==> src/tau_pkg.sv <==
`default_nettype none
package tau_pkg;
   // Pointer and data widths
   localparam int PTR_W = 21;
   localparam int DAT_W = 8;
   localparam int HOLD_N = 8;
   localparam int HOLD_IW = 3;
   // Opcode layout: upper fourteen bits fixed, low two bits the mode
   localparam logic [13:0] OP_RD_HI = 14'h0002;
   localparam logic [13:0] OP_WT_HI = 14'h0003;
   localparam int OP_MODE_LSB = 0;
   // Pointer update modes
   typedef enum logic [1:0] {
      TAU_KEEP = 2'b00,
      TAU_POST_INC = 2'b01,
      TAU_POST_DEC = 2'b10,
      TAU_PRE_INC = 2'b11
   } tau_mode_t;
   // Reset values
   localparam logic [20:0] PTR_RST = 21'h00_0000;
   localparam logic [7:0] LATCH_RST = 8'h00;
   localparam logic [7:0] HOLD_RST = 8'hFF;
endpackage : tau_pkg
`default_nettype wire

==> src/tau_hold_reg.sv <==
`timescale 1ns/1ns
`default_nettype none
// One flash write holding byte
module tau_hold_reg (
   input  wire logic       ref_clk,
   input  wire logic       reset_n,
   input  wire logic       load,
   input  wire logic [7:0] din,
   output logic      [7:0] q
);
   logic [7:0] next_q;

   // Load only when selected
   always_comb begin
      next_q = load ? din : q;
   end

   always_ff @(posedge ref_clk) begin
      if (!reset_n) begin
         q <= tau_pkg::HOLD_RST;
      end else begin
         q <= next_q;
      end
   end
endmodule : tau_hold_reg
`default_nettype wire

==> src/tau_table_access.sv <==
`timescale 1ns/1ns
`default_nettype none
// How it works
// - Table read loads the addressed program memory byte into the table latch.
// - Table pointer is a 21-bit byte address over 2 Mbyte.
// - Read: pointer bit 0 picks low or high byte of program word.
// - Read pointer modes: keep, post-increment, post-decrement, pre-increment.
// - Read opcode is 0000 0000 0000 10 plus two mode bits.
// - Write opcode is 0000 0000 0000 11 plus two mode bits.
// - Write copies latch into holding register chosen by pointer bits 2:0.
// - Write loads a holding register only, never program memory.
// - Write uses same pointer modes; pre-increment updates before selecting.
// - Write: pointer bit 0 picks low or high byte of the word.
module tau_table_access #(
   parameter int PTR_W = tau_pkg::PTR_W
) (
   input  wire logic              ref_clk,
   input  wire logic              reset_n,
   input  wire logic              instr_valid,
   input  wire logic [15:0]       instr_word,
   input  wire logic              ptr_load,
   input  wire logic [PTR_W-1:0]  ptr_load_val,
   input  wire logic              latch_load,
   input  wire logic [7:0]        latch_load_val,
   input  wire logic [15:0]       pm_word,
   output logic                   busy,
   output logic                   done,
   output logic      [PTR_W-2:0]  pm_word_addr,
   output logic                   pm_rd,
   output logic      [PTR_W-1:0]  table_pointer,
   output logic      [7:0]        table_latch,
   output logic      [63:0]       hold_bytes,
   output logic                   status_we
);
   typedef enum logic [0:0] {
      TAU_IDLE = 1'b0,
      TAU_EXEC = 1'b1
   } tau_state_t;

   tau_state_t          state;
   tau_state_t          next_state;
   logic                op_write;
   logic                next_op_write;
   tau_pkg::tau_mode_t  mode;
   tau_pkg::tau_mode_t  next_mode;
   logic [PTR_W-1:0]    next_pointer;
   logic [7:0]          next_latch;
   logic                next_done;
   logic [PTR_W-1:0]    access_addr;
   logic                is_rd;
   logic                is_wt;
   logic [7:0]          hold_load;
   // One-step pointer change at full width, so no operand is padded
   localparam logic [PTR_W-1:0] PTR_STEP = PTR_W'(1);

   // Opcode decode, fixed upper bits then mode field
   assign is_rd = (instr_word[15:2] == tau_pkg::OP_RD_HI);
   assign is_wt = (instr_word[15:2] == tau_pkg::OP_WT_HI);

   // Pre-increment addresses the bumped pointer; others the current one
   always_comb begin
      if (mode == tau_pkg::TAU_PRE_INC) begin
         access_addr = table_pointer + PTR_STEP;
      end else begin
         access_addr = table_pointer;
      end
   end

   // Word address to memory, byte picked below by bit 0
   assign pm_word_addr = access_addr[PTR_W-1:1];
   assign pm_rd = (state == TAU_EXEC) && !op_write;
   assign busy = (state == TAU_EXEC);
   assign status_we = 1'b0;

   // Sequencer and pointer/latch next values
   always_comb begin
      next_state = state;
      next_op_write = op_write;
      next_mode = mode;
      next_pointer = table_pointer;
      next_latch = table_latch;
      next_done = 1'b0;
      hold_load = 8'h00;
      unique case (state)
         TAU_IDLE: begin
            // Software side loads only while no table op runs
            if (ptr_load) begin
               next_pointer = ptr_load_val;
            end
            if (latch_load) begin
               next_latch = latch_load_val;
            end
            if (instr_valid && (is_rd || is_wt)) begin
               next_state = TAU_EXEC;
               next_op_write = is_wt;
               next_mode = tau_pkg::tau_mode_t'(instr_word[1:0]);
            end
         end
         TAU_EXEC: begin
            next_state = TAU_IDLE;
            next_done = 1'b1;
            if (op_write) begin
               // Holding byte only; flash untouched here
               hold_load[access_addr[2:0]] = 1'b1;
            end else if (access_addr[0]) begin
               next_latch = pm_word[15:8];
            end else begin
               next_latch = pm_word[7:0];
            end
            // Wraps naturally at pointer width
            unique case (mode)
               tau_pkg::TAU_KEEP: next_pointer = table_pointer;
               tau_pkg::TAU_POST_INC: next_pointer = table_pointer + PTR_STEP;
               tau_pkg::TAU_POST_DEC: next_pointer = table_pointer - PTR_STEP;
               tau_pkg::TAU_PRE_INC: next_pointer = access_addr;
            endcase
         end
      endcase
   end

   // State registers
   always_ff @(posedge ref_clk) begin
      if (!reset_n) begin
         state <= TAU_IDLE;
         op_write <= 1'b0;
         mode <= tau_pkg::TAU_KEEP;
         table_pointer <= tau_pkg::PTR_RST[PTR_W-1:0];
         table_latch <= tau_pkg::LATCH_RST;
         done <= 1'b0;
      end else begin
         state <= next_state;
         op_write <= next_op_write;
         mode <= next_mode;
         table_pointer <= next_pointer;
         table_latch <= next_latch;
         done <= next_done;
      end
   end

   // Eight holding bytes, one instance each
   for (genvar g = 0; g < tau_pkg::HOLD_N; g++) begin : g_hold
      tau_hold_reg u_hold (
         .ref_clk (ref_clk),
         .reset_n (reset_n),
         .load    (hold_load[g]),
         .din     (table_latch),
         .q       (hold_bytes[g*8 +: 8])
      );
   end

   // Sequencing: one execute cycle, then a single done pulse
   a_exec_one_cycle: assert property (@(posedge ref_clk) disable iff (!reset_n)
      busy |=> !busy && done)
      else $error("exec not one cycle");
   a_done_pulse: assert property (@(posedge ref_clk) disable iff (!reset_n)
      done |=> !done)
      else $error("done held too long");

   // Decode: only the two opcode groups start, and only from idle
   a_start_decode: assert property (@(posedge ref_clk) disable iff (!reset_n)
      (!busy && instr_valid && instr_word[15:3] == 13'h0001) |=> busy)
      else $error("no start");
   a_write_decode: assert property (@(posedge ref_clk) disable iff (!reset_n)
      (!busy && instr_valid && instr_word[15:2] == tau_pkg::OP_WT_HI) |=> busy && op_write)
      else $error("write not decoded");
   a_ignore_foreign: assert property (@(posedge ref_clk) disable iff (!reset_n)
      (!busy && instr_valid && instr_word[15:3] != 13'h0001) |=> !busy)
      else $error("foreign opcode started");
   a_ptr_load_idle: assert property (@(posedge ref_clk) disable iff (!reset_n)
      (!busy && ptr_load) |=> table_pointer == $past(ptr_load_val))
      else $error("pointer load lost");

   // Read path: the addressed byte of the addressed word lands in the latch
   a_read_addr: assert property (@(posedge ref_clk) disable iff (!reset_n)
      (busy && !op_write && mode != tau_pkg::TAU_PRE_INC)
      |-> pm_rd && pm_word_addr == table_pointer[PTR_W-1:1])
      else $error("read address wrong");
   a_pre_inc_rd: assert property (@(posedge ref_clk) disable iff (!reset_n)
      (busy && !op_write && mode == tau_pkg::TAU_PRE_INC)
      |-> pm_rd && pm_word_addr == table_pointer[PTR_W-1:1] + (PTR_W-1)'(table_pointer[0]))
      else $error("pre inc read address wrong");
   a_read_low: assert property (@(posedge ref_clk) disable iff (!reset_n)
      (busy && !op_write && !access_addr[0]) |=> table_latch == $past(pm_word[7:0]))
      else $error("low byte wrong");
   a_read_high: assert property (@(posedge ref_clk) disable iff (!reset_n)
      (busy && !op_write && access_addr[0]) |=> table_latch == $past(pm_word[15:8]))
      else $error("high byte wrong");

   // Pointer update, wrapping at the pointer width
   a_post_inc: assert property (@(posedge ref_clk) disable iff (!reset_n)
      (busy && mode == tau_pkg::TAU_POST_INC)
      |=> table_pointer == $past(table_pointer) + PTR_STEP)
      else $error("post inc wrong");
   a_post_dec: assert property (@(posedge ref_clk) disable iff (!reset_n)
      (busy && mode == tau_pkg::TAU_POST_DEC)
      |=> table_pointer == $past(table_pointer) - PTR_STEP)
      else $error("post dec wrong");
   a_keep_ptr: assert property (@(posedge ref_clk) disable iff (!reset_n)
      (busy && mode == tau_pkg::TAU_KEEP) |=> $stable(table_pointer))
      else $error("ptr moved");

   // Write path: one holding byte loads; latch and memory are left alone
   a_write_data: assert property (@(posedge ref_clk) disable iff (!reset_n)
      (busy && op_write && mode != tau_pkg::TAU_PRE_INC)
      |=> hold_bytes[$past(table_pointer[2:0])*8 +: 8] == $past(table_latch))
      else $error("holding byte wrong");
   a_pre_inc_wr: assert property (@(posedge ref_clk) disable iff (!reset_n)
      (busy && op_write && mode == tau_pkg::TAU_PRE_INC)
      |=> hold_bytes[$past(table_pointer[2:0] + 3'h1)*8 +: 8] == $past(table_latch))
      else $error("pre inc write wrong");
   a_write_hold: assert property (@(posedge ref_clk) disable iff (!reset_n)
      (busy && op_write) |-> $onehot(hold_load) && !pm_rd)
      else $error("hold select");
   a_write_no_latch: assert property (@(posedge ref_clk) disable iff (!reset_n)
      (busy && op_write) |=> $stable(table_latch))
      else $error("latch changed");
   a_hold_quiet: assert property (@(posedge ref_clk) disable iff (!reset_n)
      (!busy || !op_write) |-> hold_load == 8'h00)
      else $error("holding byte loaded outside a write");

   // Main scenarios reached
   c_read: cover property (@(posedge ref_clk) busy && !op_write);
   c_write: cover property (@(posedge ref_clk) busy && op_write);
   c_wrap: cover property (@(posedge ref_clk) busy && mode == tau_pkg::TAU_POST_INC
      && &table_pointer);
   c_dec_wrap: cover property (@(posedge ref_clk) busy && mode == tau_pkg::TAU_POST_DEC
      && ~|table_pointer);
   c_pre_inc_wr: cover property (@(posedge ref_clk) busy && op_write
      && mode == tau_pkg::TAU_PRE_INC);
endmodule : tau_table_access
`default_nettype wire

==> config.mk <==
export PLATFORM = sky130hd
export DESIGN_NAME = tau_table_access
export DESIGN_NICKNAME = d
export VERILOG_FILES = /design/src/tau_pkg.sv /design/src/tau_hold_reg.sv /design/src/tau_table_access.sv
export SDC_FILE = /design/constraint.sdc
export NUM_CORES = 1
export LEC_CHECK = 0
export ABC_AREA = 1
export BUFFER_PORTS_ARGS = -buffer_cell sky130_fd_sc_hd__clkbuf_2
export CORE_ASPECT_RATIO = 1.2
export CORE_UTILIZATION = 55
export DETAILED_ROUTE_END_ITERATION = 6
export PLACE_DENSITY = 0.85
export SYNTH_ARGS = -nofsm -noshare
export SYNTH_HDL_FRONTEND = slang
export SYNTH_SLANG_ARGS = --single-unit
==> constraint.sdc <==
create_clock -name ref_clk -period 4.3 [get_ports ref_clk]
set_input_delay 0.215 -clock ref_clk [delete_from_list [all_inputs] [get_ports ref_clk]]
set_output_delay 0.215 -clock ref_clk [all_outputs]
set_load 0.05 [all_outputs]
# Word-level counts from Yosys, hierarchy flattened
# Index checks and enable logic that the tools add are counted.
# W data, S select, Z words.
# totals
word_cells	52
in_bits	66
regBits	98
# op_classes
n_mux	15
bitwise_logic	1
magnitude_cmp	2
n_reduce_logical	9
addsub	2
eq_ne	9
# op_table
operator	count
$pmux W21 S3	1
$mux W21	2
$pmux W21 S2	1
$mux W8	5
$eq A14 B2 Y1 const B	2
$add A21 B1 Y21 const B	1
$sub A21 B1 Y21 const B	1
$pmux W8 S2	1
$ne A2 B2 Y1 const B	4
$reduce_and A2 Y1	3
$eq A2 B2 Y1 const B	2
$lt A3 B4 Y1 const B	1
$demux W1 S3	1
$ge A3 B1 Y1 const B	1
$logic_and A1 B1 Y1	3
$mux W1	3
$eq A2 B1 Y1 const B	1
$logic_not A2 Y1	1
$pmux W1 S2	1
$logic_not A1 Y1	1
$logic_or A1 B1 Y1	1
$not A1 Y1	1

# Depth between registers and ports, before layout
# depth
ltp_word	8
mapped_depth	12
depth_no_buf	12

# Modules after synthesis
# A second synthesis with hierarchy kept.
# unflattened
hier_cells	842
hier_area_um2	5377.7
# by_module_without_submodules
module	instances	area_each_um2	cells_each
tau_table_access	1	3135.5	562
tau_hold_reg	8	280.3	35

# Least setup slack after synthesis
# No wires, ideal clock.
# synth_path
path_type	register -> output
start	register table_pointer[2]
end	output port pm_word_addr[8]
arrival_ps	2542
required_ps	4085
path_stages_with_launch	8
path_slack_ps	1543
path_cell_list	dfxtp_1 -> buf_4 -> nand3_1 -> inv_1 -> nand2_1 -> nor2_1 -> xor2_1 -> o21ai_0
# synth_between
elab_chain_len	2
# synth_lines
element	line	rtl
start, declared	tau_table_access.sv:30	output logic [PTR_W-1:0] table_pointer,
start signal, assigned	tau_table_access.sv:127	table_pointer <= tau_pkg::PTR_RST[PTR_W-1:0];
start signal, assigned	tau_table_access.sv:134	table_pointer <= next_pointer;
$add A21 B1 Y21	tau_table_access.sv:63	access_addr = table_pointer + PTR_STEP;
$mux W21	tau_table_access.sv:62	if (mode == tau_pkg::TAU_PRE_INC) begin
end, declared	tau_table_access.sv:28	output logic [PTR_W-2:0] pm_word_addr,
# Every way passes these cells.

# Final worst setup path
# layout_path
start	register table_pointer[0]
end	output port pm_word_addr[19]
# The elaborated chain is that of the path after synthesis.

==> summary.md <==
| Metric | Value |
|---|---|
| Syn Inst Count | `852` |
| Vias in the first global route | `5408` |
| CTS Sinks | `98` |
| Final setup TNS | `0 ns` |
| CP Class | `flop to output port` |
| Clk_lat worst skew | `0.35 ns` |
| Post-cts resize count | `0` |
| Highest Clock Rate | `390 MHz` |
| Register bit total from synthesis | `98` |
| Worst EP arrival | `2.35 ns` |
| Routed Wire Length | `16100 um` |
| All-Layer GR Usage | `0.312` |
| CTS Root Cell | `clkbuf_16` |
| Area grow syn2layout | `19.8%` |
| HPWL Detailed | `11500 um` |
| Slew Limit Fails | `0` |
| Largest area contributor in the netlist | `dfxtp_1` |
| Port bufs | `181` |
| Post-synth EDFFs | `0` |
| Synth top area share | `0.356` |
| Worst-Margin Slew | `0.992 ns` |
| Core Area | `9610 um^2` |
| Post-Syn Area | `5500 um^2` |
| Hold Crit Class | `primary input to flop` |
| Crit end category | `output port` |
| Critical Path Fanout Max | `7` |
| Syn nets | `920` |
| Die Height | `112 um` |
| DIE WIDTH | `93.3 um` |
| Fraction of registers with async set/reset | `0` |
| Endpoints failing setup | `0` |
| Row count | `39` |
| Worst setup SP type | `flop` |
| Min Hold Slack | `0.114 ns` |
| Post-synthesis sequential area ratio | `0.356` |
| Total gr overflow | `0` |
| DRT iter0 DRCs | `370` |
| Dominant cells by area after synthesis | `dfxtp_1 (36%), nand2_1 (18%), nand3_1 (12%)` |
| Global-route wire length before repair | `26200 um` |
| CTS Buf Count | `9` |
| Die area | `10400 um^2` |
| Proportion of layout cells with a drive suffix above 1 | `0.243` |
| Most frequent cells in the layout | `nand2_1 (271), clkbuf_2 (181), nand3_1 (129), nor2_1 (100), dfxtp_1 (98)` |
| # Post-CTS Setup Buffers | `0` |
| Rel. slew slack | `0.338` |
| Synth warn | `0` |
| Layout Nets | `1064` |
| Worst Skew | `0.00822 ns` |
| Avg Synthesized Cell Area | `6.46 um^2` |
| Cts hold-fix bufs | `0` |
| Largest net degree at the start of global routing | `82` |
| Worst reg2reg setup slack | `2.14 ns` |
| # IOs | `183` |
| Number of diodes | `0` |
| Synth unique cells | `42` |
| Outcome | `completed` |
| Unrepaired setup endpoints after global routing | `no` |
| Hold Fails Final Rpt | `0` |
| Most common cell after layout, fill and taps aside | `nand2_1` |
| Antenna violations before repair | `0` |
| P per Cell Area | `323 nW/um^2` |
| Maximum root-to-sink buffer count | `2` |
| Number of max-cap violations | `0` |
| Initial Utilization | `0.573` |
| Period utilization | `0.597` |
| Iteration count of the initial detailed-routing pass | `7` |
| CTS clk-pin slew, worst paths | `0.07 ns` |
| # H-tree levels | `3` |
| Minimum clock period | `2.57 ns` |
| Ys flop type | `dfxtp_1` |
| Lkg Pwr | `3.26 nW` |
| Max rail drop VDD | `188 uV` |
| Routed WL per cell | `14.4 um` |
| GP Congestion | `0.928` |
| Number of remaining DRC errors | `0` |
| Vias/cell | `5.42` |
| Post-DRT Antenna Nets | `0` |
| Vias post-DR | `6096` |
| WP data required | `4.09 ns` |
| CTS tree | `yes` |
==> cells by family after synthesis <==
group           count (synthesis)  synth area share
buf+inv                       104            0.0952
other cells                     1          0.000681
xor+xnor                       10            0.0159
fa+ha+maj                       2           0.00455
flops                          98             0.356
simple gates                  536             0.425
compound gates                101             0.102
==> metrics by stage <==
step	instances	util	worst slack (ns)	total power [W]	area [um^2]
after floorplan	852	-	1.54	0.00123	5500
after global placement	1108	0.655	2.17	0.00132	6290
after detailed placement	1108	0.655	2.14	0.00132	6290
after CTS	1124	0.686	1.76	0.00213	6600
after global routing	1124	0.686	1.56	0.00221	6600
final	1124	0.686	1.73	0.00213	6600
==> path summary, 6_finish.rpt <==
kind | start | end | cells after the start
worst min register to register | g_hold[3].u_hold.q[7]$_SDFFE_PN1P_ | g_hold[3].u_hold.q[7]$_SDFFE_PN1P_ | 2
worst max register to register | table_pointer[0]$_SDFFE_PN0P_ | g_hold[1].u_hold.q[6]$_SDFFE_PN1P_ | 12
worst min-delay path | latch_load_val[1] | table_latch[1]$_SDFFE_PN0P_ | 3
worst max-delay path | table_pointer[0]$_SDFFE_PN0P_ | pm_word_addr[19] | 10
==> critical path: stages, from the launching register on <==
cell,delay (ns)
dfxtp_1,0.52
ha_1,0.33
nand2_1,0.10
nor2_2,0.16
nand2_1,0.12
nor2_1,0.19
nand2_1,0.07
nand2_1,0.08
nand3_1,0.06
o21ai_0,0.07
clkbuf_2,0.30
==> layout make-up <==
cell class / count / area [um^2]
clock buffer: 10 / 229
clock inverter: 6 / 72.6
fill: 912 / 3020
inverter: 53 / 231
multi-input combinational: 650 / 3020
sequential: 98 / 1960
tap: 123 / 154
timing repair buffer: 184 / 928
==> flip-flops by register name, summed over array words and instances, names as in the netlist <==
signal	count
busy	1
done	1
g_hold.u_hold.q	64
mode	2
op_write	1
table_latch	8
table_pointer	21
==> synthesized netlist by cell type, types with 2 or more instances <==
library cell	count
nand2_1	271
nand3_1	129
nor2_1	100
dfxtp_1	98
o21ai_0	46
inv_1	34
a21oi_1	31
buf_2	15
buf_4	15
clkbuf_1	11
xor2_1	10
a31oi_1	9
inv_2	8
nand2_2	7
nand4_1	7
nor2_2	6
o211ai_1	6
buf_1	5
clkinv_2	4
inv_4	4
nor2_8	4
a211oi_1	3
dlygate4sd3_1	3
clkbuf_4	2
ha_1	2
nand2_4	2
nor2_4	2
nor3_1	2
nor4_1	2
or2_2	2
==> power by group <==
group / leakage (nW) / internal (W) / switching [W] / total, W
registers: 0.799 / 0.000924 / 0.0000512 / 0.000975
clock network: 0.149 / 0.000460 / 0.000367 / 0.000827
logic: 2.31 / 0.0000894 / 0.000240 / 0.000329
total: 3.26 / 0.00147 / 0.000658 / 0.00213
==> layer usage <==
layer  vias up  routed length (um)  global-route usage
li1       3054                   -                   -
met1      2745                6490               0.380
met2       259                8050               0.546
met3        38                1130              0.0444
met4         0                 469               0.123
met5         -                   0                   0
No activity file was read; power rests on OpenSTA's default activity.
